<file path="config.mk">
export PLATFORM = sky130hd
export DESIGN_NAME = gpio_alternate_function_mux
export DESIGN_NICKNAME = d
export VERILOG_FILES = /design/src/rtl/pin_mux_pkg.sv /design/src/rtl/pin_cfg_bank.sv /design/src/rtl/gpio_alternate_function_mux.sv
export SDC_FILE = /design/constraint.sdc
export NUM_CORES = 1
export LEC_CHECK = 0
export BUFFER_PORTS_ARGS = -buffer_cell sky130_fd_sc_hd__buf_2
export CAP_MARGIN = 10
export CORE_MARGIN = 2
export CORE_UTILIZATION = 30
export CTS_CLUSTER_SIZE = 16
export DETAILED_ROUTE_END_ITERATION = 8
export HOLD_SLACK_MARGIN = 0.06
export SYNTH_ARGS = -nofsm -noshare
export SYNTH_HDL_FRONTEND = slang
export SYNTH_SLANG_ARGS = --single-unit
</file>
<file path="constraint.sdc">
create_clock -name CLK_SYS_I -period 2.6 [get_ports CLK_SYS_I]
set_clock_uncertainty 0.2 [all_clocks]
set_input_delay 0.39 -clock CLK_SYS_I [delete_from_list [all_inputs] [get_ports CLK_SYS_I]]
set_output_delay 0.39 -clock CLK_SYS_I [all_outputs]
set_load 0.01 [all_outputs]
</file>
<file path="src/rtl/pin_mux_pkg.sv">
// Constants, types and behaviour notes for the port pin multiplexer
// Notes on behaviour
// Each pin has its own direction, open-drain, drive, pull-up, wake and function settings.
// The package strap sets which pins exist: A[5:0]; A[7:0] B[3:0] C[3:0]; or A/C[7:0] B[5:0]/[7:0].
// Each port C pin drives an LED at a drive strength selected for that pin alone.
// In alternate-function mode the pin direction comes from the assigned peripheral; here port B pin 3 as clock input follows dir_in.
// A pin's function code is its bit in the low select word over its bit in the high one.
// An enabled crystal oscillator takes port A pins 0 and 1 over any port setting; here their pull-up and wake settings stay in force.
// Port A pins 0 and 6 carry timer input or complementary output as the timer mode says.
// Software writes both select words before setting the function enable.
// On 8-pin parts port A pin 0 takes timer 0 input on code 00, its complement output on 11.
// On 8-pin parts port A pin 1 takes timer 0 output, clock input on 10, analog on 11.
// On 8-pin parts port A pin 2 takes driver enable, reset input on 01, timer 1 output on 10.
// On 8-pin parts port A pin 3 takes clear-to-send, comparator, timer 1 input, analog.
// On 8-pin parts port A pin 4 takes receive data on 00 and negative analog input on 11.
// On 8-pin parts port A pin 5 takes transmit data, timer 1 complement, positive analog.
// With the function enable clear a pin is plain port I/O and its select bits do nothing.
package pin_mux_pkg;
    localparam int NUM_PORTS = 3;
    localparam int PORT_W = 8;
    localparam int DRIVE_W = 2;
    localparam logic [1:0] PKG_8PIN = 2'h0;
    localparam logic [1:0] PKG_20PIN = 2'h1;
    localparam logic [1:0] PKG_28PIN = 2'h2;
    localparam logic [7:0] AVAIL_A_8 = 8'h3f;
    localparam logic [7:0] AVAIL_A_FULL = 8'hff;
    localparam logic [7:0] AVAIL_LOW4 = 8'h0f;
    localparam logic [7:0] AVAIL_B_28_ADC = 8'h3f;
    localparam logic [7:0] AVAIL_NONE = 8'h00;
    localparam logic [1:0] CODE_00 = 2'h0;
    localparam logic [1:0] CODE_01 = 2'h1;
    localparam logic [1:0] CODE_10 = 2'h2;
    localparam logic [1:0] CODE_11 = 2'h3;
    localparam logic [7:0] RESET_BYTE = 8'h00;
    localparam logic [1:0] RESET_DRIVE = 2'h0;

    // Settings of one port, each bit belongs to one pin
    typedef struct packed {
        logic [7:0] out_data;
        logic [7:0] dir_in;
        logic [7:0] open_drain;
        logic [7:0] pull_up;
        logic [7:0] wake_en;
        logic [7:0] alt_function_enable;
        logic [7:0] alt_select_low;
        logic [7:0] alt_select_high;
        logic [15:0] drive;
    } port_cfg_s;

    // Peripheral side signals
    typedef struct packed {
        logic timer0_output;
        logic timer0_output_n;
        logic timer0_in_mode;
        logic timer1_output;
        logic timer1_output_n;
        logic timer1_in_mode;
        logic uart_driver_enable;
        logic uart_transmit_line;
        logic comparator_output;
        logic xtal_enable;
    } periph_out_s;

    typedef struct packed {
        logic timer0_input;
        logic timer1_input;
        logic uart_clear_to_send;
        logic uart_receive_line;
        logic external_clock_input;
        logic ext_reset_n;
    } periph_in_s;
endpackage : pin_mux_pkg

</file>
<file path="src/rtl/pin_cfg_bank.sv">
// Per-port configuration register bank
`timescale 1ns/1ns
`default_nettype none
module pin_cfg_bank (
    input wire logic CLK_SYS_I,
    input wire logic NRST_I,
    input wire logic wr_en_i,
    input wire pin_mux_pkg::port_cfg_s wr_cfg_i,
    input wire logic [7:0] avail_i,
    output pin_mux_pkg::port_cfg_s cfg_o
);
    wire logic [15:0] drive_mask;

    // Both drive bits follow the presence of their pin
    genvar gi;
    generate
        for (gi = 0; gi < 8; gi++)
        begin : g_mask
            assign drive_mask[2 * gi +: 2] = {2{avail_i[gi]}};
        end
    endgenerate

    // Absent pins hold their reset state
    always_ff @(posedge CLK_SYS_I or negedge NRST_I)
    begin
        if (!NRST_I)
        begin
            cfg_o.out_data <= pin_mux_pkg::RESET_BYTE;
            cfg_o.dir_in <= ~pin_mux_pkg::RESET_BYTE;
            cfg_o.open_drain <= pin_mux_pkg::RESET_BYTE;
            cfg_o.pull_up <= pin_mux_pkg::RESET_BYTE;
            cfg_o.wake_en <= pin_mux_pkg::RESET_BYTE;
            cfg_o.alt_function_enable <= pin_mux_pkg::RESET_BYTE;
            cfg_o.alt_select_low <= pin_mux_pkg::RESET_BYTE;
            cfg_o.alt_select_high <= pin_mux_pkg::RESET_BYTE;
            cfg_o.drive <= {pin_mux_pkg::RESET_BYTE, pin_mux_pkg::RESET_BYTE};
        end
        else if (wr_en_i)
        begin
            cfg_o.out_data <= wr_cfg_i.out_data & avail_i;
            cfg_o.dir_in <= wr_cfg_i.dir_in | ~avail_i;
            cfg_o.open_drain <= wr_cfg_i.open_drain & avail_i;
            cfg_o.pull_up <= wr_cfg_i.pull_up & avail_i;
            cfg_o.wake_en <= wr_cfg_i.wake_en & avail_i;
            cfg_o.alt_function_enable <= wr_cfg_i.alt_function_enable & avail_i;
            cfg_o.alt_select_low <= wr_cfg_i.alt_select_low & avail_i;
            cfg_o.alt_select_high <= wr_cfg_i.alt_select_high & avail_i;
            cfg_o.drive <= wr_cfg_i.drive & drive_mask;
        end
    end
endmodule : pin_cfg_bank
`default_nettype wire

</file>
<file path="src/rtl/gpio_alternate_function_mux.sv">
// Port A-C pin multiplexer with alternate functions
`timescale 1ns/1ns
`default_nettype none
module gpio_alternate_function_mux (
    input wire logic CLK_SYS_I,
    input wire logic NRST_I,
    input wire logic [1:0] PACKAGE_SEL_I,
    input wire logic HAS_ADC_I,
    input wire logic [2:0] CFG_WR_I,
    input wire pin_mux_pkg::port_cfg_s CFG_A_I,
    input wire pin_mux_pkg::port_cfg_s CFG_B_I,
    input wire pin_mux_pkg::port_cfg_s CFG_C_I,
    input wire pin_mux_pkg::periph_out_s PERIPH_I,
    input wire logic [7:0] PIN_A_IN_I,
    input wire logic [7:0] PIN_B_IN_I,
    input wire logic [7:0] PIN_C_IN_I,
    output logic [7:0] PIN_A_OUT_O,
    output logic [7:0] PIN_A_OE_O,
    output logic [7:0] PIN_B_OUT_O,
    output logic [7:0] PIN_B_OE_O,
    output logic [7:0] PIN_C_OUT_O,
    output logic [7:0] PIN_C_OE_O,
    output logic [7:0] PULL_UP_A_O,
    output logic [7:0] PULL_UP_B_O,
    output logic [7:0] PULL_UP_C_O,
    output logic [15:0] LED_DRIVE_C_O,
    output logic [7:0] WAKE_CHANGE_O,
    output logic [7:0] ANALOG_A_O,
    output logic [7:0] PORT_A_DATA_O,
    output logic [7:0] PORT_B_DATA_O,
    output logic [7:0] PORT_C_DATA_O,
    output pin_mux_pkg::periph_in_s PERIPH_O
);
    typedef enum logic [1:0] {PK_8 = 2'h0, PK_20 = 2'h1, PK_28 = 2'h3} pkg_e;

    pkg_e pkg_r;
    logic adc_r;
    logic strap_done_r;
    logic [7:0] avail_a;
    logic [7:0] avail_b;
    logic [7:0] avail_c;
    pin_mux_pkg::port_cfg_s cfg_a;
    pin_mux_pkg::port_cfg_s cfg_b;
    pin_mux_pkg::port_cfg_s cfg_c;
    logic [7:0] a_out;
    logic [7:0] a_oe;
    logic [7:0] a_ana;
    logic [7:0] b_ana;
    logic [7:0] c_ana;
    logic [1:0] code [0:5];
    logic [7:0] a_in_prev_r;
    logic [7:0] b_in_prev_r;
    logic [7:0] c_in_prev_r;

    // Package strap caught once after reset release
    always_ff @(posedge CLK_SYS_I or negedge NRST_I)
    begin
        if (!NRST_I)
        begin
            pkg_r <= PK_8;
            adc_r <= 1'b1;
            strap_done_r <= 1'b0;
        end
        else if (!strap_done_r)
        begin
            strap_done_r <= 1'b1;
            adc_r <= HAS_ADC_I;
            case (PACKAGE_SEL_I)
                pin_mux_pkg::PKG_20PIN: pkg_r <= PK_20;
                pin_mux_pkg::PKG_28PIN: pkg_r <= PK_28;
                default: pkg_r <= PK_8;
            endcase
        end
    end

    // Implemented pins by package
    always_comb
    begin
        case (pkg_r)
            PK_20:
            begin
                avail_a = pin_mux_pkg::AVAIL_A_FULL;
                avail_b = pin_mux_pkg::AVAIL_LOW4;
                avail_c = pin_mux_pkg::AVAIL_LOW4;
            end
            PK_28:
            begin
                avail_a = pin_mux_pkg::AVAIL_A_FULL;
                avail_b = adc_r ? pin_mux_pkg::AVAIL_B_28_ADC : pin_mux_pkg::AVAIL_A_FULL;
                avail_c = pin_mux_pkg::AVAIL_A_FULL;
            end
            default:
            begin
                avail_a = pin_mux_pkg::AVAIL_A_8;
                avail_b = pin_mux_pkg::AVAIL_NONE;
                avail_c = pin_mux_pkg::AVAIL_NONE;
            end
        endcase
    end

    pin_cfg_bank u_bank_a (
        .CLK_SYS_I(CLK_SYS_I),
        .NRST_I(NRST_I),
        .wr_en_i(CFG_WR_I[0]),
        .wr_cfg_i(CFG_A_I),
        .avail_i(avail_a),
        .cfg_o(cfg_a)
    );
    pin_cfg_bank u_bank_b (
        .CLK_SYS_I(CLK_SYS_I),
        .NRST_I(NRST_I),
        .wr_en_i(CFG_WR_I[1]),
        .wr_cfg_i(CFG_B_I),
        .avail_i(avail_b),
        .cfg_o(cfg_b)
    );
    pin_cfg_bank u_bank_c (
        .CLK_SYS_I(CLK_SYS_I),
        .NRST_I(NRST_I),
        .wr_en_i(CFG_WR_I[2]),
        .wr_cfg_i(CFG_C_I),
        .avail_i(avail_c),
        .cfg_o(cfg_c)
    );

    // Two select bits per pin, one from each word
    genvar gi;
    generate
        for (gi = 0; gi < 6; gi++)
        begin : g_code
            assign code[gi] = {cfg_a.alt_select_low[gi], cfg_a.alt_select_high[gi]};
        end
    endgenerate

    // Port A output and direction per pin
    always_comb
    begin
        a_out = cfg_a.out_data;
        a_oe = ~cfg_a.dir_in;
        a_ana = 8'h00;
        if (pkg_r == PK_8)
        begin
            // Pin 0: timer 0 input or complement output
            if (cfg_a.alt_function_enable[0])
            begin
                a_oe[0] = 1'b0;
                if (code[0] == pin_mux_pkg::CODE_11 && !PERIPH_I.timer0_in_mode)
                begin
                    a_out[0] = PERIPH_I.timer0_output_n;
                    a_oe[0] = 1'b1;
                end
            end
            if (cfg_a.alt_function_enable[1])
            begin
                a_out[1] = PERIPH_I.timer0_output;
                a_oe[1] = (code[1] == pin_mux_pkg::CODE_00);
                a_ana[1] = (code[1] == pin_mux_pkg::CODE_11);
            end
            if (cfg_a.alt_function_enable[2])
            begin
                a_out[2] = (code[2] == pin_mux_pkg::CODE_10) ? PERIPH_I.timer1_output
                                                             : PERIPH_I.uart_driver_enable;
                a_oe[2] = (code[2] == pin_mux_pkg::CODE_00) || (code[2] == pin_mux_pkg::CODE_10);
            end
            if (cfg_a.alt_function_enable[3])
            begin
                a_out[3] = PERIPH_I.comparator_output;
                a_oe[3] = (code[3] == pin_mux_pkg::CODE_01);
                a_ana[3] = (code[3] == pin_mux_pkg::CODE_11);
            end
            if (cfg_a.alt_function_enable[4])
            begin
                a_oe[4] = 1'b0;
                a_ana[4] = (code[4] == pin_mux_pkg::CODE_11);
            end
            if (cfg_a.alt_function_enable[5])
            begin
                a_out[5] = (code[5] == pin_mux_pkg::CODE_01) ? PERIPH_I.timer1_output_n
                                                             : PERIPH_I.uart_transmit_line;
                a_oe[5] = (code[5] == pin_mux_pkg::CODE_00) || (code[5] == pin_mux_pkg::CODE_01);
                a_ana[5] = (code[5] == pin_mux_pkg::CODE_11);
            end
        end
        else
        begin
            // Single function per port A pin
            if (cfg_a.alt_function_enable[0])
            begin
                a_out[0] = PERIPH_I.timer0_output_n;
                a_oe[0] = !PERIPH_I.timer0_in_mode;
            end
            if (cfg_a.alt_function_enable[1])
            begin
                a_out[1] = PERIPH_I.timer0_output;
                a_oe[1] = 1'b1;
            end
            if (cfg_a.alt_function_enable[2])
            begin
                a_out[2] = PERIPH_I.uart_driver_enable;
                a_oe[2] = 1'b1;
            end
            if (cfg_a.alt_function_enable[3])
                a_oe[3] = 1'b0;
            if (cfg_a.alt_function_enable[4])
                a_oe[4] = 1'b0;
            if (cfg_a.alt_function_enable[5])
            begin
                a_out[5] = PERIPH_I.uart_transmit_line;
                a_oe[5] = 1'b1;
            end
            if (cfg_a.alt_function_enable[6])
            begin
                a_out[6] = PERIPH_I.timer1_output_n;
                a_oe[6] = !PERIPH_I.timer1_in_mode;
            end
            if (cfg_a.alt_function_enable[7])
            begin
                a_out[7] = PERIPH_I.timer1_output;
                a_oe[7] = 1'b1;
            end
        end
        if (PERIPH_I.xtal_enable)
        begin
            a_oe[1:0] = 2'h0;
            a_ana[1:0] = 2'h0;
        end
        a_oe = a_oe & avail_a & ~a_ana;
    end

    // Ports B and C: alternate use is analog, besides the clock input on port B pin 3
    assign b_ana = cfg_b.alt_function_enable & cfg_b.alt_select_low & avail_b;
    assign c_ana = cfg_c.alt_function_enable & cfg_c.alt_select_low & avail_c;

    // Open-drain drives only the low level
    generate
        for (gi = 0; gi < 8; gi++)
        begin : g_pins
            always_ff @(posedge CLK_SYS_I or negedge NRST_I)
            begin
                if (!NRST_I)
                begin
                    PIN_A_OUT_O[gi] <= 1'b0;
                    PIN_A_OE_O[gi] <= 1'b0;
                    PIN_B_OUT_O[gi] <= 1'b0;
                    PIN_B_OE_O[gi] <= 1'b0;
                    PIN_C_OUT_O[gi] <= 1'b0;
                    PIN_C_OE_O[gi] <= 1'b0;
                end
                else
                begin
                    PIN_A_OUT_O[gi] <= a_out[gi];
                    PIN_A_OE_O[gi] <= a_oe[gi] && !(cfg_a.open_drain[gi] && a_out[gi]);
                    PIN_B_OUT_O[gi] <= cfg_b.out_data[gi];
                    PIN_B_OE_O[gi] <= !cfg_b.dir_in[gi] && !b_ana[gi] && avail_b[gi]
                                      && !(cfg_b.open_drain[gi] && cfg_b.out_data[gi]);
                    PIN_C_OUT_O[gi] <= cfg_c.out_data[gi];
                    PIN_C_OE_O[gi] <= !cfg_c.dir_in[gi] && !c_ana[gi] && avail_c[gi]
                                      && !(cfg_c.open_drain[gi] && cfg_c.out_data[gi]);
                end
            end
        end
    endgenerate

    // Side outputs, inputs and change detect
    always_ff @(posedge CLK_SYS_I or negedge NRST_I)
    begin
        if (!NRST_I)
        begin
            PULL_UP_A_O <= 8'h00;
            PULL_UP_B_O <= 8'h00;
            PULL_UP_C_O <= 8'h00;
            LED_DRIVE_C_O <= 16'h0000;
            ANALOG_A_O <= 8'h00;
            PORT_A_DATA_O <= 8'h00;
            PORT_B_DATA_O <= 8'h00;
            PORT_C_DATA_O <= 8'h00;
            WAKE_CHANGE_O <= 8'h00;
            a_in_prev_r <= 8'h00;
            b_in_prev_r <= 8'h00;
            c_in_prev_r <= 8'h00;
            PERIPH_O <= '0;
        end
        else
        begin
            PULL_UP_A_O <= cfg_a.pull_up;
            PULL_UP_B_O <= cfg_b.pull_up;
            PULL_UP_C_O <= cfg_c.pull_up;
            LED_DRIVE_C_O <= cfg_c.drive;
            ANALOG_A_O <= a_ana;
            PORT_A_DATA_O <= PIN_A_IN_I & avail_a;
            PORT_B_DATA_O <= PIN_B_IN_I & avail_b;
            PORT_C_DATA_O <= PIN_C_IN_I & avail_c;
            a_in_prev_r <= PIN_A_IN_I;
            b_in_prev_r <= PIN_B_IN_I;
            c_in_prev_r <= PIN_C_IN_I;
            WAKE_CHANGE_O <= {5'h00,
                |((PIN_C_IN_I ^ c_in_prev_r) & cfg_c.wake_en & avail_c),
                |((PIN_B_IN_I ^ b_in_prev_r) & cfg_b.wake_en & avail_b),
                |((PIN_A_IN_I ^ a_in_prev_r) & cfg_a.wake_en & avail_a)};
            PERIPH_O.timer0_input <= cfg_a.alt_function_enable[0] && !PERIPH_I.xtal_enable
                && (pkg_r != PK_8 || code[0] == pin_mux_pkg::CODE_00) && PIN_A_IN_I[0];
            PERIPH_O.timer1_input <= (pkg_r == PK_8)
                ? (cfg_a.alt_function_enable[3] && code[3] == pin_mux_pkg::CODE_10 && PIN_A_IN_I[3])
                : (cfg_a.alt_function_enable[6] && PIN_A_IN_I[6]);
            PERIPH_O.uart_clear_to_send <= cfg_a.alt_function_enable[3]
                && (pkg_r != PK_8 || code[3] == pin_mux_pkg::CODE_00) && PIN_A_IN_I[3];
            PERIPH_O.uart_receive_line <= cfg_a.alt_function_enable[4]
                && (pkg_r != PK_8 || code[4] == pin_mux_pkg::CODE_00) && PIN_A_IN_I[4];
            PERIPH_O.external_clock_input <= (pkg_r == PK_8)
                ? (cfg_a.alt_function_enable[1] && !PERIPH_I.xtal_enable
                   && code[1] == pin_mux_pkg::CODE_10 && PIN_A_IN_I[1])
                : (cfg_b.alt_function_enable[3] && !cfg_b.alt_select_low[3] && PIN_B_IN_I[3]);
            PERIPH_O.ext_reset_n <= !((pkg_r == PK_8) && cfg_a.alt_function_enable[2]
                && code[2] == pin_mux_pkg::CODE_01 && !PIN_A_IN_I[2]);
        end
    end

    a_xtal_override: assert property (@(posedge CLK_SYS_I) disable iff (!NRST_I)
        PERIPH_I.xtal_enable |=> PIN_A_OE_O[1:0] == 2'h0)
        else $error("crystal pins driven");
    a_plain_dir: assert property (@(posedge CLK_SYS_I) disable iff (!NRST_I)
        (!cfg_a.alt_function_enable[2] && !cfg_a.dir_in[2] && !cfg_a.open_drain[2]
         && avail_a[2]) |=> PIN_A_OE_O[2] && PIN_A_OUT_O[2] == $past(cfg_a.out_data[2]))
        else $error("plain pin not driven");
    a_pin0_comp: assert property (@(posedge CLK_SYS_I) disable iff (!NRST_I)
        (pkg_r == PK_8 && cfg_a.alt_function_enable[0] && code[0] == pin_mux_pkg::CODE_11
         && !PERIPH_I.timer0_in_mode && !PERIPH_I.xtal_enable && !cfg_a.open_drain[0])
        |=> PIN_A_OE_O[0] && PIN_A_OUT_O[0] == $past(PERIPH_I.timer0_output_n))
        else $error("pin0 complement missing");
    a_pin1_clock: assert property (@(posedge CLK_SYS_I) disable iff (!NRST_I)
        (pkg_r == PK_8 && cfg_a.alt_function_enable[1] && code[1] == pin_mux_pkg::CODE_10)
        |=> !PIN_A_OE_O[1])
        else $error("clock input pin driven");
    a_pin2_timer: assert property (@(posedge CLK_SYS_I) disable iff (!NRST_I)
        (pkg_r == PK_8 && cfg_a.alt_function_enable[2] && code[2] == pin_mux_pkg::CODE_10
         && !cfg_a.open_drain[2]) |=> PIN_A_OE_O[2] && PIN_A_OUT_O[2] == $past(PERIPH_I.timer1_output))
        else $error("pin2 timer output wrong");
    a_pin3_comp: assert property (@(posedge CLK_SYS_I) disable iff (!NRST_I)
        (pkg_r == PK_8 && cfg_a.alt_function_enable[3] && code[3] == pin_mux_pkg::CODE_01
         && !cfg_a.open_drain[3]) |=> PIN_A_OE_O[3] && PIN_A_OUT_O[3] == $past(PERIPH_I.comparator_output))
        else $error("comparator output wrong");
    a_pin4_analog: assert property (@(posedge CLK_SYS_I) disable iff (!NRST_I)
        (pkg_r == PK_8 && cfg_a.alt_function_enable[4] && code[4] == pin_mux_pkg::CODE_11)
        |=> ANALOG_A_O[4] && !PIN_A_OE_O[4])
        else $error("pin4 analog missing");
    a_pin5_tx: assert property (@(posedge CLK_SYS_I) disable iff (!NRST_I)
        (pkg_r == PK_8 && cfg_a.alt_function_enable[5] && code[5] == pin_mux_pkg::CODE_00
         && !cfg_a.open_drain[5]) |=> PIN_A_OE_O[5] && PIN_A_OUT_O[5] == $past(PERIPH_I.uart_transmit_line))
        else $error("transmit line wrong");
    a_absent_pins: assert property (@(posedge CLK_SYS_I) disable iff (!NRST_I)
        (pkg_r == PK_8) |=> PIN_A_OE_O[7:6] == 2'h0 && PIN_B_OE_O == 8'h00 && PIN_C_OE_O == 8'h00)
        else $error("absent pin driven");
endmodule : gpio_alternate_function_mux
`default_nettype wire

</file>
==> flow_summary.yaml, run 1 <==
status:
  status: "completed"
clock_tree:
  cts_made_buffers: 38
  cts-root-buf: "clkbuf_16"
  h-tree-depth: 2
  cts_tree: "yes"
  cts.clk_slew.worst_paths_ns: 0.06
  cts_buffer_depth: 3
  clock-sinks: 335
  clock_latency_ns: 0.54
critical_path:
  worstPathArrival_ns: 2.76
  cp_max_fo: 10
  end_kind: "flip-flop"
  required_ns: 2.88
  ff2ff_setup_slack_ns: 0.12
  startpoint_type: "flip-flop"
  critPathKind: "reg2reg"
pwr:
  combPwrFrac: 0.126
  clkPwrFrac: 0.433
  powerDensity_nw_per_um2: 728.4
  sequentialPowerShare: 0.441
  p_int_mw: 10.18
  swShare: 0.2417
  net-switching-power_mw: 3.244
  total_power_mw: 13.42
  max-vdd-ir-drop_mv: 0.5349
  leakage_nw: 8.847
route:
  ant_nets: 0
  num_vias: 9726
  wire_per_inst_um: 15.67
  route.detailed.drc: 0
  viasPerCell: 4.433
  firstDrtPassIters: 5
  wirelength_um: 34370
  drtIter0Drc: 572
placement:
  gp_congestion: 0.7888
  io_buffers: 354
  dpl_worst_slack_ns: 0.5309
  post-dp-hpwl_um: 22050
  place_area_um2: 14770
  dp_cells: 1895
die:
  core_um2: 40830
  initial_core_util: 0.3034
  io_pins: 416
  rows: 74
  die_area_um2: 42940
  die_h_um: 207.2
  die-width_um: 207.2
job:
  maxCapViolations: 0
sta:
  max-slew-margin-rel: 0.5756
  finalHoldViolations: 0
  finalSetupViolCount: 0
  finalWorstSetupSlack_ns: 0.1234
  post-route-min-period_ns: 2.477
  slew_viol_final: 0
  rsz0062_at_grt: "false"
  timing.final.crit_share: 0.9525
  fin_tns_setup_ns: 0
  max_freq_ghz: 0.4038
  worst_pin_slew_ns: 0.6360
  hold_ws_ns: 0.1363
finish:
  multi_input_area_um2: 3142
  stdcell_count: 2194
  nNetsFinal: 1913
  utilization: 0.4512
  ff_latch_area_um2: 8418
  layout_common_cells: "352 x buf_2, 309 x dfrtp_1, 227 x dlygate4sd3_1, 136 x inv_1, 107 x o21ai_0"
  postLayoutCellArea_um2: 18430
  syn_to_final_growth_pct: 48.72
  nFillCells: 3687
  layout_commonest_cell: "buf_2"
  layout-drive-gt1-share: 0.3169
synthesis:
  ys_seq_elements: 335
  yosysTopAreaCellShare: 0.6261
  synth_top_area_cell: "dfrtp_1"
  netlist_area_um2: 12390
  synth_area_per_cell_um2: 11.77
  yosysWarningCount: 0
  synth_area_leaders: "dfrtp_1 63%, dfstp_2 5.3%, mux2_2 4.6%"
  synthCells: 1053
  synthDistinctLibCells: 45
  ys_seq_area_frac: 0.6792
global_routing:
  grt_pass1_vias: 10342
  grt_max_degree: 75
  grt_usage: 0.1609
  grt_remaining_overflow: 0
  grt_pass1_wl_um: 56000
  grt_antenna_before_repair: 2
hold_path:
  hold_class: "in2reg"
cells in the mapped netlist (all sizes together):
cell type  number
a211oi          8
a21o            6
a21oi          25
a221oi          3
a22oi           3
a31o            2
a41oi           1
and2           12
and3            7
and3b           1
and4            2
and4b           1
buf            41
clkbuf         33
conb            2
dfrtp         310
dfstp          25
ha              1
inv           136
mux2           51
mux2i           3
nand2          57
nand3          80
nand4           3
nor2           26
nor2b           2
nor3           12
nor4b           2
o211ai          2
o21ai         109
o22ai          58
o31ai           1
o32ai           1
o41ai           1
or2             2
xnor2          14
xor2           10
final cells by class:
type	instances	share of cell area
Clock inverter	13	0.01188
Multi-Input combinational cell	516	0.1705
Timing Repair Buffer	603	0.2339
Inverter	136	0.02771
Clock buffer	57	0.06275
Sequential cell	335	0.4569
Tap cell	532	0.03613
Antenna cell	2	0.0002716
worst paths after layout:
path	cells past startpoint	to	from
worst max register to register	5	PIN_A_OE_O[0]$_DFF_PN0_	pkg_r[0]$_DFFE_PN0N_
worst min-delay path	3	u_bank_c.cfg_o[67]$_DFFE_PN1P_	CFG_WR_I[2]
worst min register to register	0	LED_DRIVE_C_O[1]$_DFF_PN0_	u_bank_c.cfg_o[1]$_DFFE_PN0P_
min in group asynchronous	2	u_bank_c.cfg_o[6]$_DFFE_PN0P_	NRST_I
worst max-delay path	5	PIN_A_OE_O[0]$_DFF_PN0_	pkg_r[0]$_DFFE_PN0N_
max in group asynchronous	3	u_bank_c.cfg_o[67]$_DFFE_PN1P_	NRST_I
cells by family (layout without fill, tap and decap cells):
kind of cell | after synthesis | after routing | synth area share
flops | 335 | 335 | 0.6792
mux | 54 | 54 | 0.04878
buf+inv | 210 | 809 | 0.06989
fa+ha+maj | 1 | 1 | 0.001010
simple gates | 207 | 207 | 0.08140
xor+xnor | 24 | 24 | 0.01697
compound gates | 220 | 220 | 0.1022
other cells | 2 | 12 | 0.0006062
metal layers:
layer,track usage,up-vias,wire length [µm]
li1,-,4643,-
met1,0.2049,4692,14450
met2,0.2605,304,16650
met3,0.04402,87,2065
met4,0.06379,0,1203
met5,0,-,0
state kept, by name (all words and copies together) (netlist names), 16 cells and up:
register	flops
LED_DRIVE_C_O	16
u_bank_a.cfg_o	60
u_bank_b.cfg_o	56
u_bank_c.cfg_o	72
power by group through the flow:
| stage | Clock, mW | Combinational, mW | Sequential [mW] |
|---|---|---|---|
| after floorplan | 0 | 0.652 | 6.03 |
| after global placement | 0 | 1.40 | 5.98 |
| after detailed placement | 0 | 1.43 | 6.00 |
| after CTS | 5.98 | 1.71 | 5.91 |
| after global routing | 6.22 | 1.88 | 5.97 |
| final | 5.81 | 1.70 | 5.91 |
critical path, cell delays in order, from the launching register on:
cell and delay [ns]:
dfrtp_4 0.55, or2_4 0.31, o21ai_1 0.18, mux2_2 0.37
a211oi_2 0.22, dlygate4sd3_1 0.58
timing repair:
action / CTS / global route
endpoints found under the hold margin: 310 / 0
setup buffers: 0 / 0
setup endpoints to repair: 0 / 1
hold buffers: 227 / 0
gates resized for setup: 0 / 1
No activity file was read; power rests on OpenSTA's default activity.
==> inputs of run 2 (changes only) <==
CORE_UTILIZATION = 39   (was 30)
==> run 2 against run 1 <==
- final area shrank 2.0%
- core utilization increased by 12 points
- routed wire length shrank 5.1%
- register-to-register slack about the same
- fmax grew 0.37%
- highest routed layer unchanged
==> flow_summary.yaml, run 2 (same netlist as run 1, synthesis figures left out) <==
finish:
  nFillCells: 2594
  multi_input_area_um2: 3139
  largest_register: "u_bank_c.cfg_o"
  nNetsFinal: 1906
  syn_to_final_growth_pct: 45.72
  layout-drive-gt1-share: 0.3113
  ff_latch_area_um2: 8419
  utilization: 0.5751
  largest_reg_flops: 72
  top_regs: "u_bank_c.cfg_o (72), u_bank_a.cfg_o (60), u_bank_b.cfg_o (56)"
  stdcell_count: 2055
  layout_commonest_cell: "buf_2"
  postLayoutCellArea_um2: 18050
  layout_common_cells: "352 x buf_2, 308 x dfrtp_1, 226 x dlygate4sd3_1, 136 x inv_1, 107 x o21ai_0"
pwr:
  max-vdd-ir-drop_mv: 0.4519
  clkPwrFrac: 0.407
  p_int_mw: 9.680
  leakage_nw: 8.735
  swShare: 0.2428
  total_power_mw: 12.78
  powerDensity_nw_per_um2: 708.1
  combPwrFrac: 0.129
  sequentialPowerShare: 0.464
  net-switching-power_mw: 3.104
route:
  route.detailed.drc: 0
  num_vias: 9653
  drtIter0Drc: 513
  wirelength_um: 32630
  ant_nets: 0
  wire_per_inst_um: 15.88
  viasPerCell: 4.697
  firstDrtPassIters: 4
die:
  io_pins: 416
  die_h_um: 182.2
  die_area_um2: 33210
  rows: 65
  die-width_um: 182.2
  core_um2: 31390
  initial_core_util: 0.3947
sta:
  max_freq_ghz: 0.4053
  post-route-min-period_ns: 2.467
  slew_viol_final: 0
  worst_pin_slew_ns: 0.7820
  finalHoldViolations: 0
  timing.final.crit_share: 0.9490
  rsz0062_at_grt: "false"
  finalSetupViolCount: 0
  hold_ws_ns: 0.1288
  finalWorstSetupSlack_ns: 0.1326
  max-slew-margin-rel: 0.4781
  fin_tns_setup_ns: 0
placement:
  dp_cells: 1760
  post-dp-hpwl_um: 20750
  io_buffers: 354
  place_area_um2: 14560
  dpl_worst_slack_ns: 0.4728
  gp_congestion: 0.8237
hold_path:
  hold_class: "in2reg"
critical_path:
  crit_chain: "or2_1, o21ai_1, mux2_2, a211oi_2, dlygate4sd3_1"
  ff2ff_setup_slack_ns: 0.13
  required_ns: 2.85
  critPathSlowestCell: "dfrtp_4"
  worstPathArrival_ns: 2.72
  end_kind: "flip-flop"
  startpoint_type: "flip-flop"
  critPathKind: "reg2reg"
  max_stage_delay_ns: 0.61
  cp_max_fo: 23
global_routing:
  grt_pass1_wl_um: 51980
  grt_pass1_vias: 10130
  grt_max_degree: 145
  grt_usage: 0.1951
  grt_antenna_before_repair: 1
  grt_remaining_overflow: 0
clock_tree:
  cts_tree: "yes"
  clock_latency_ns: 0.51
  h-tree-depth: 2
  cts.clk_slew.worst_paths_ns: 0.06
  clock-sinks: 335
  cts_buffer_depth: 3
  cts_setup_buffers: 0
  cts-root-buf: "clkbuf_16"
  cts_made_buffers: 37
status:
  status: "completed"
job:
  maxCapViolations: 0
## run 2: changes by cell type in the layout (fill, tap and decap cells not counted), moves of 2 or more
cell | before | now
clkbuf_1 | 9 | 13
bufinv_16 | 6 | 2
inv_6 | 0 | 2
buf_4 | 16 | 12
clkbuf_16 | 41 | 39
clkinv_2 | 6 | 3
## run 2: path summary, 6_finish.rpt
| check | from | end | cells after the start |
|---|---|---|---|
| max in group asynchronous | NRST_I | u_bank_b.cfg_o[71]$_DFFE_PN1P_ | 3 |
| min | PACKAGE_SEL_I[0] | pkg_r[1]$_DFFE_PN0N_ | 4 |
| min in group asynchronous | NRST_I | PULL_UP_A_O[2]$_DFF_PN0_ | 2 |
| max | pkg_r[0]$_DFFE_PN0N_ | PIN_A_OE_O[0]$_DFF_PN0_ | 5 |
| min reg2reg | u_bank_c.cfg_o[5]$_DFFE_PN0P_ | LED_DRIVE_C_O[5]$_DFF_PN0_ | 0 |
| max reg2reg | pkg_r[0]$_DFFE_PN0N_ | PIN_A_OE_O[0]$_DFF_PN0_ | 5 |
## run 2: what timing repair did
action	in CTS	in global routing
endpoints found under the hold margin	389	0
hold buffers	226	0
gates resized for setup	0	1
endpoints found under the setup margin	0	1
## run 2: power groups by stage
stage / Sequential (mW) / Clock [mW] / Combinational, mW
2_1_floorplan: 6.03 / 0 / 0.652
3_3_place_gp: 6.00 / 0 / 1.36
3_5_place_dp: 6.01 / 0 / 1.38
4_1_cts: 5.93 / 5.35 / 1.67
5_1_grt: 5.98 / 5.56 / 1.84
6_report: 5.93 / 5.21 / 1.65
## run 2: critical path, delay by kind of cell, from the launching register on
| family | cells | cell delay [ns] |
|---|---|---|
| multiplexers | 1 | 0.37 |
| flip-flops | 1 | 0.61 |
| buffers and inverters | 1 | 0.56 |
| AND/OR/NAND/NOR | 1 | 0.29 |
| AO/OA/AOI/OAI | 2 | 0.37 |
## run 2: layout make-up
cell class	count	area share
inverter	136	0.02828
clock inverter	7	0.005129
clock buffer	60	0.06286
sequential	335	0.4664
tap	402	0.02786
multi-input combinational	516	0.1739
antenna	2	0.0002772
timing repair buffer	597	0.2354
## run 2: per-layer routing
| layer | up-vias | part of all wire | track usage |
|---|---|---|---|
| met2 | 316 | 0.49 | 0.3237 |
| met1 | 4629 | 0.41 | 0.2454 |
| met4 | 0 | 0.038 | 0.08581 |
| li1 | 4623 | - | - |
| met5 | - | 0 | 0 |
| met3 | 85 | 0.061 | 0.04530 |
==> inputs of run 3 (changes only) <==
CORE_MARGIN = default   (was 2)
==> run 3 against run 2 <==
- clock power grew 5.8%
- flip-flop and latch count unchanged
- sequential power hardly changed
- combinational power is essentially flat
- setup slack better by 0.33 ns
- critical path type unchanged
- die area fell by 2.2%
- core utilization up 1.3 points
- total power is 2.6% higher
- final area up 0.73%
- non-clock buffer count grew 3
- first-iteration DRC count is 11% lower
- clock-buffer cell count decreased by 4
==> flow_summary.yaml, run 3 (same netlist as run 1, synthesis figures left out) <==
status:
  status: "completed"
finish:
  nNetsFinal: 1909
  top_regs: "u_bank_c.cfg_o (72), u_bank_a.cfg_o (60), u_bank_b.cfg_o (56)"
  largest_reg_flops: 72
  layout_commonest_cell: "buf_2"
  layout_common_cells: "352 x buf_2, 309 x dfrtp_1, 224 x dlygate4sd3_1, 136 x inv_1, 107 x o21ai_0"
  largest_register: "u_bank_c.cfg_o"
  syn_to_final_growth_pct: 46.78
  utilization: 0.5883
  layout-drive-gt1-share: 0.3174
die:
  die-width_um: 180.2
  die_area_um2: 32480
  io_pins: 416
  die_h_um: 180.2
  core_um2: 30910
  initial_core_util: 0.4008
  rows: 64
sta:
  timing.final.crit_share: 0.8203
  fin_tns_setup_ns: 0
  post-route-min-period_ns: 2.133
  finalSetupViolCount: 0
  rsz0062_at_grt: "false"
  finalHoldViolations: 0
  max-slew-margin-rel: 0.5837
  max_freq_ghz: 0.4688
  hold_ws_ns: 0.09165
  slew_viol_final: 0
  worst_pin_slew_ns: 0.6238
pwr:
  powerDensity_nw_per_um2: 721.1
  combPwrFrac: 0.128
  sequentialPowerShare: 0.452
  max-vdd-ir-drop_mv: 0.5157
  clkPwrFrac: 0.420
  leakage_nw: 8.813
  net-switching-power_mw: 3.158
  p_int_mw: 9.955
  swShare: 0.2408
clock_tree:
  clock-sinks: 335
  cts_made_buffers: 37
  ctsHoldBuffers: 224
  cts_tree: "yes"
  cts_setup_buffers: 0
  clock_latency_ns: 0.51
  cts_buffer_depth: 3
  h-tree-depth: 2
  cts-resized-gates: 0
  cts-root-buf: "clkbuf_16"
  cts.clk_slew.worst_paths_ns: 0.06
critical_path:
  worstPathArrival_ns: 2.36
  required_ns: 2.83
  cp.depth: 5
  cp-startpoint: "pkg_r[0]$_DFFE_PN0N_"
  ff2ff_setup_slack_ns: 0.47
  r2r-start: "pkg_r[0]$_DFFE_PN0N_"
  cp_num_buf_inv: 1
  crit_chain: "buf_4, nand2_2, nor2_2, nand3_1, o21ai_0"
  cp_max_fo: 20
  end_kind: "flip-flop"
  cpLargestDelayFamily: "simple AND/OR/NAND/NOR gates"
  reg2reg_depth: 5
  max_stage_delay_ns: 0.60
  startpoint_type: "flip-flop"
  critPathSlowestCell: "dfrtp_4"
  critPathKind: "reg2reg"
route:
  ant_nets: 0
  wire_per_inst_um: 16.07
  firstDrtPassIters: 5
  route.detailed.drc: 0
  viasPerCell: 4.728
  drtIter0Drc: 458
  wirelength_um: 32970
  num_vias: 9702
global_routing:
  grt_pass1_wl_um: 53850
  grt_antenna_before_repair: 2
  grt_pass1_vias: 10400
  grt_remaining_overflow: 0
  grt_usage: 0.2054
  grt_max_degree: 75
hold_path:
  hp-start: "PERIPH_I[2]"
  whs_path_depth: 3
  hold_class: "in2reg"
placement:
  io_buffers: 354
  gp_congestion: 0.8166
  post-dp-hpwl_um: 21020
job:
  maxCapViolations: 0
==> run 3: cell count changes in the layout (fill, tap and decap cells not counted), moves of 2 or more <==
cell           change
dlygate4sd3_1      -2
bufinv_16          +2
clkbuf_1           -7
clkinv_2           +2
buf_4              +2
buf_12             +3
clkbuf_8           +3
==> run 3: path summary, 6_finish.rpt <==
| check | end |
|---|---|
| worst min register to register | PULL_UP_B_O[4]$_DFF_PN0_ |
| min in group asynchronous | u_bank_a.cfg_o[52]$_DFFE_PN0P_ |
| max in group asynchronous | u_bank_b.cfg_o[71]$_DFFE_PN1P_ |
| worst max-delay path | u_bank_b.cfg_o[55]$_DFFE_PN0P_ |
| worst min-delay path | PIN_A_OUT_O[5]$_DFF_PN0_ |
| worst max register to register | u_bank_b.cfg_o[55]$_DFFE_PN0P_ |
==> run 3: cell type report <==
| type | count | area [µm²] |
|---|---|---|
| diodes | 2 | 5.005 |
| clock buffers | 56 | 1150 |
| clock inverters | 11 | 162.7 |
| fillers | 2517 | 12720 |
| inverters | 136 | 510.5 |
| multi-input cells | 516 | 3139 |
| flip-flops and latches | 335 | 8418 |
| well taps | 396 | 495.5 |
| repair buffers | 600 | 4304 |
==> run 3: tightest hold or removal path, cell delays in order <==
cell and delay [ns]:
buf_2 0.08, mux2i_1 0.09, a21oi_2 0.18
==> run 3: power groups by stage <==
stage                     clock network [mW]  registers (mW)  logic, mW
final                                   5.51            5.93       1.67
after global routing                    5.86            5.98       1.85
after CTS                               5.64            5.92       1.68
after detailed placement                   0            6.01       1.40
after global placement                     0            6.00       1.38
after floorplan                            0            6.03      0.652
==> run 3: through the flow <==
| stage | power (mW) | worst slack, ns | std cells | cell area (µm²) |
|---|---|---|---|---|
| floorplan | 6.685 | 0.9170 | 1061 | 12420 |
| global placement | 7.381 | 0.5117 | 1759 | 14630 |
| detailed placement | 7.415 | 0.4604 | 1759 | 14630 |
| CTS | 13.24 | 0.4395 | 2050 | 18180 |
| global route | 13.69 | 0.2586 | 2052 | 18180 |
| finish | 13.11 | 0.4671 | 2052 | 18180 |
==> run 3: per-layer routing <==
layer  GRT usage  vias to the layer above  wire (µm)  share of wire
li1            -                     4637          -              -
met1      0.2566                     4660      13670           0.41
met2      0.3459                      318      16280           0.49
met3     0.04507                       87       1830          0.056
met4     0.08410                        0       1189          0.036
met5           0                        -          0              0
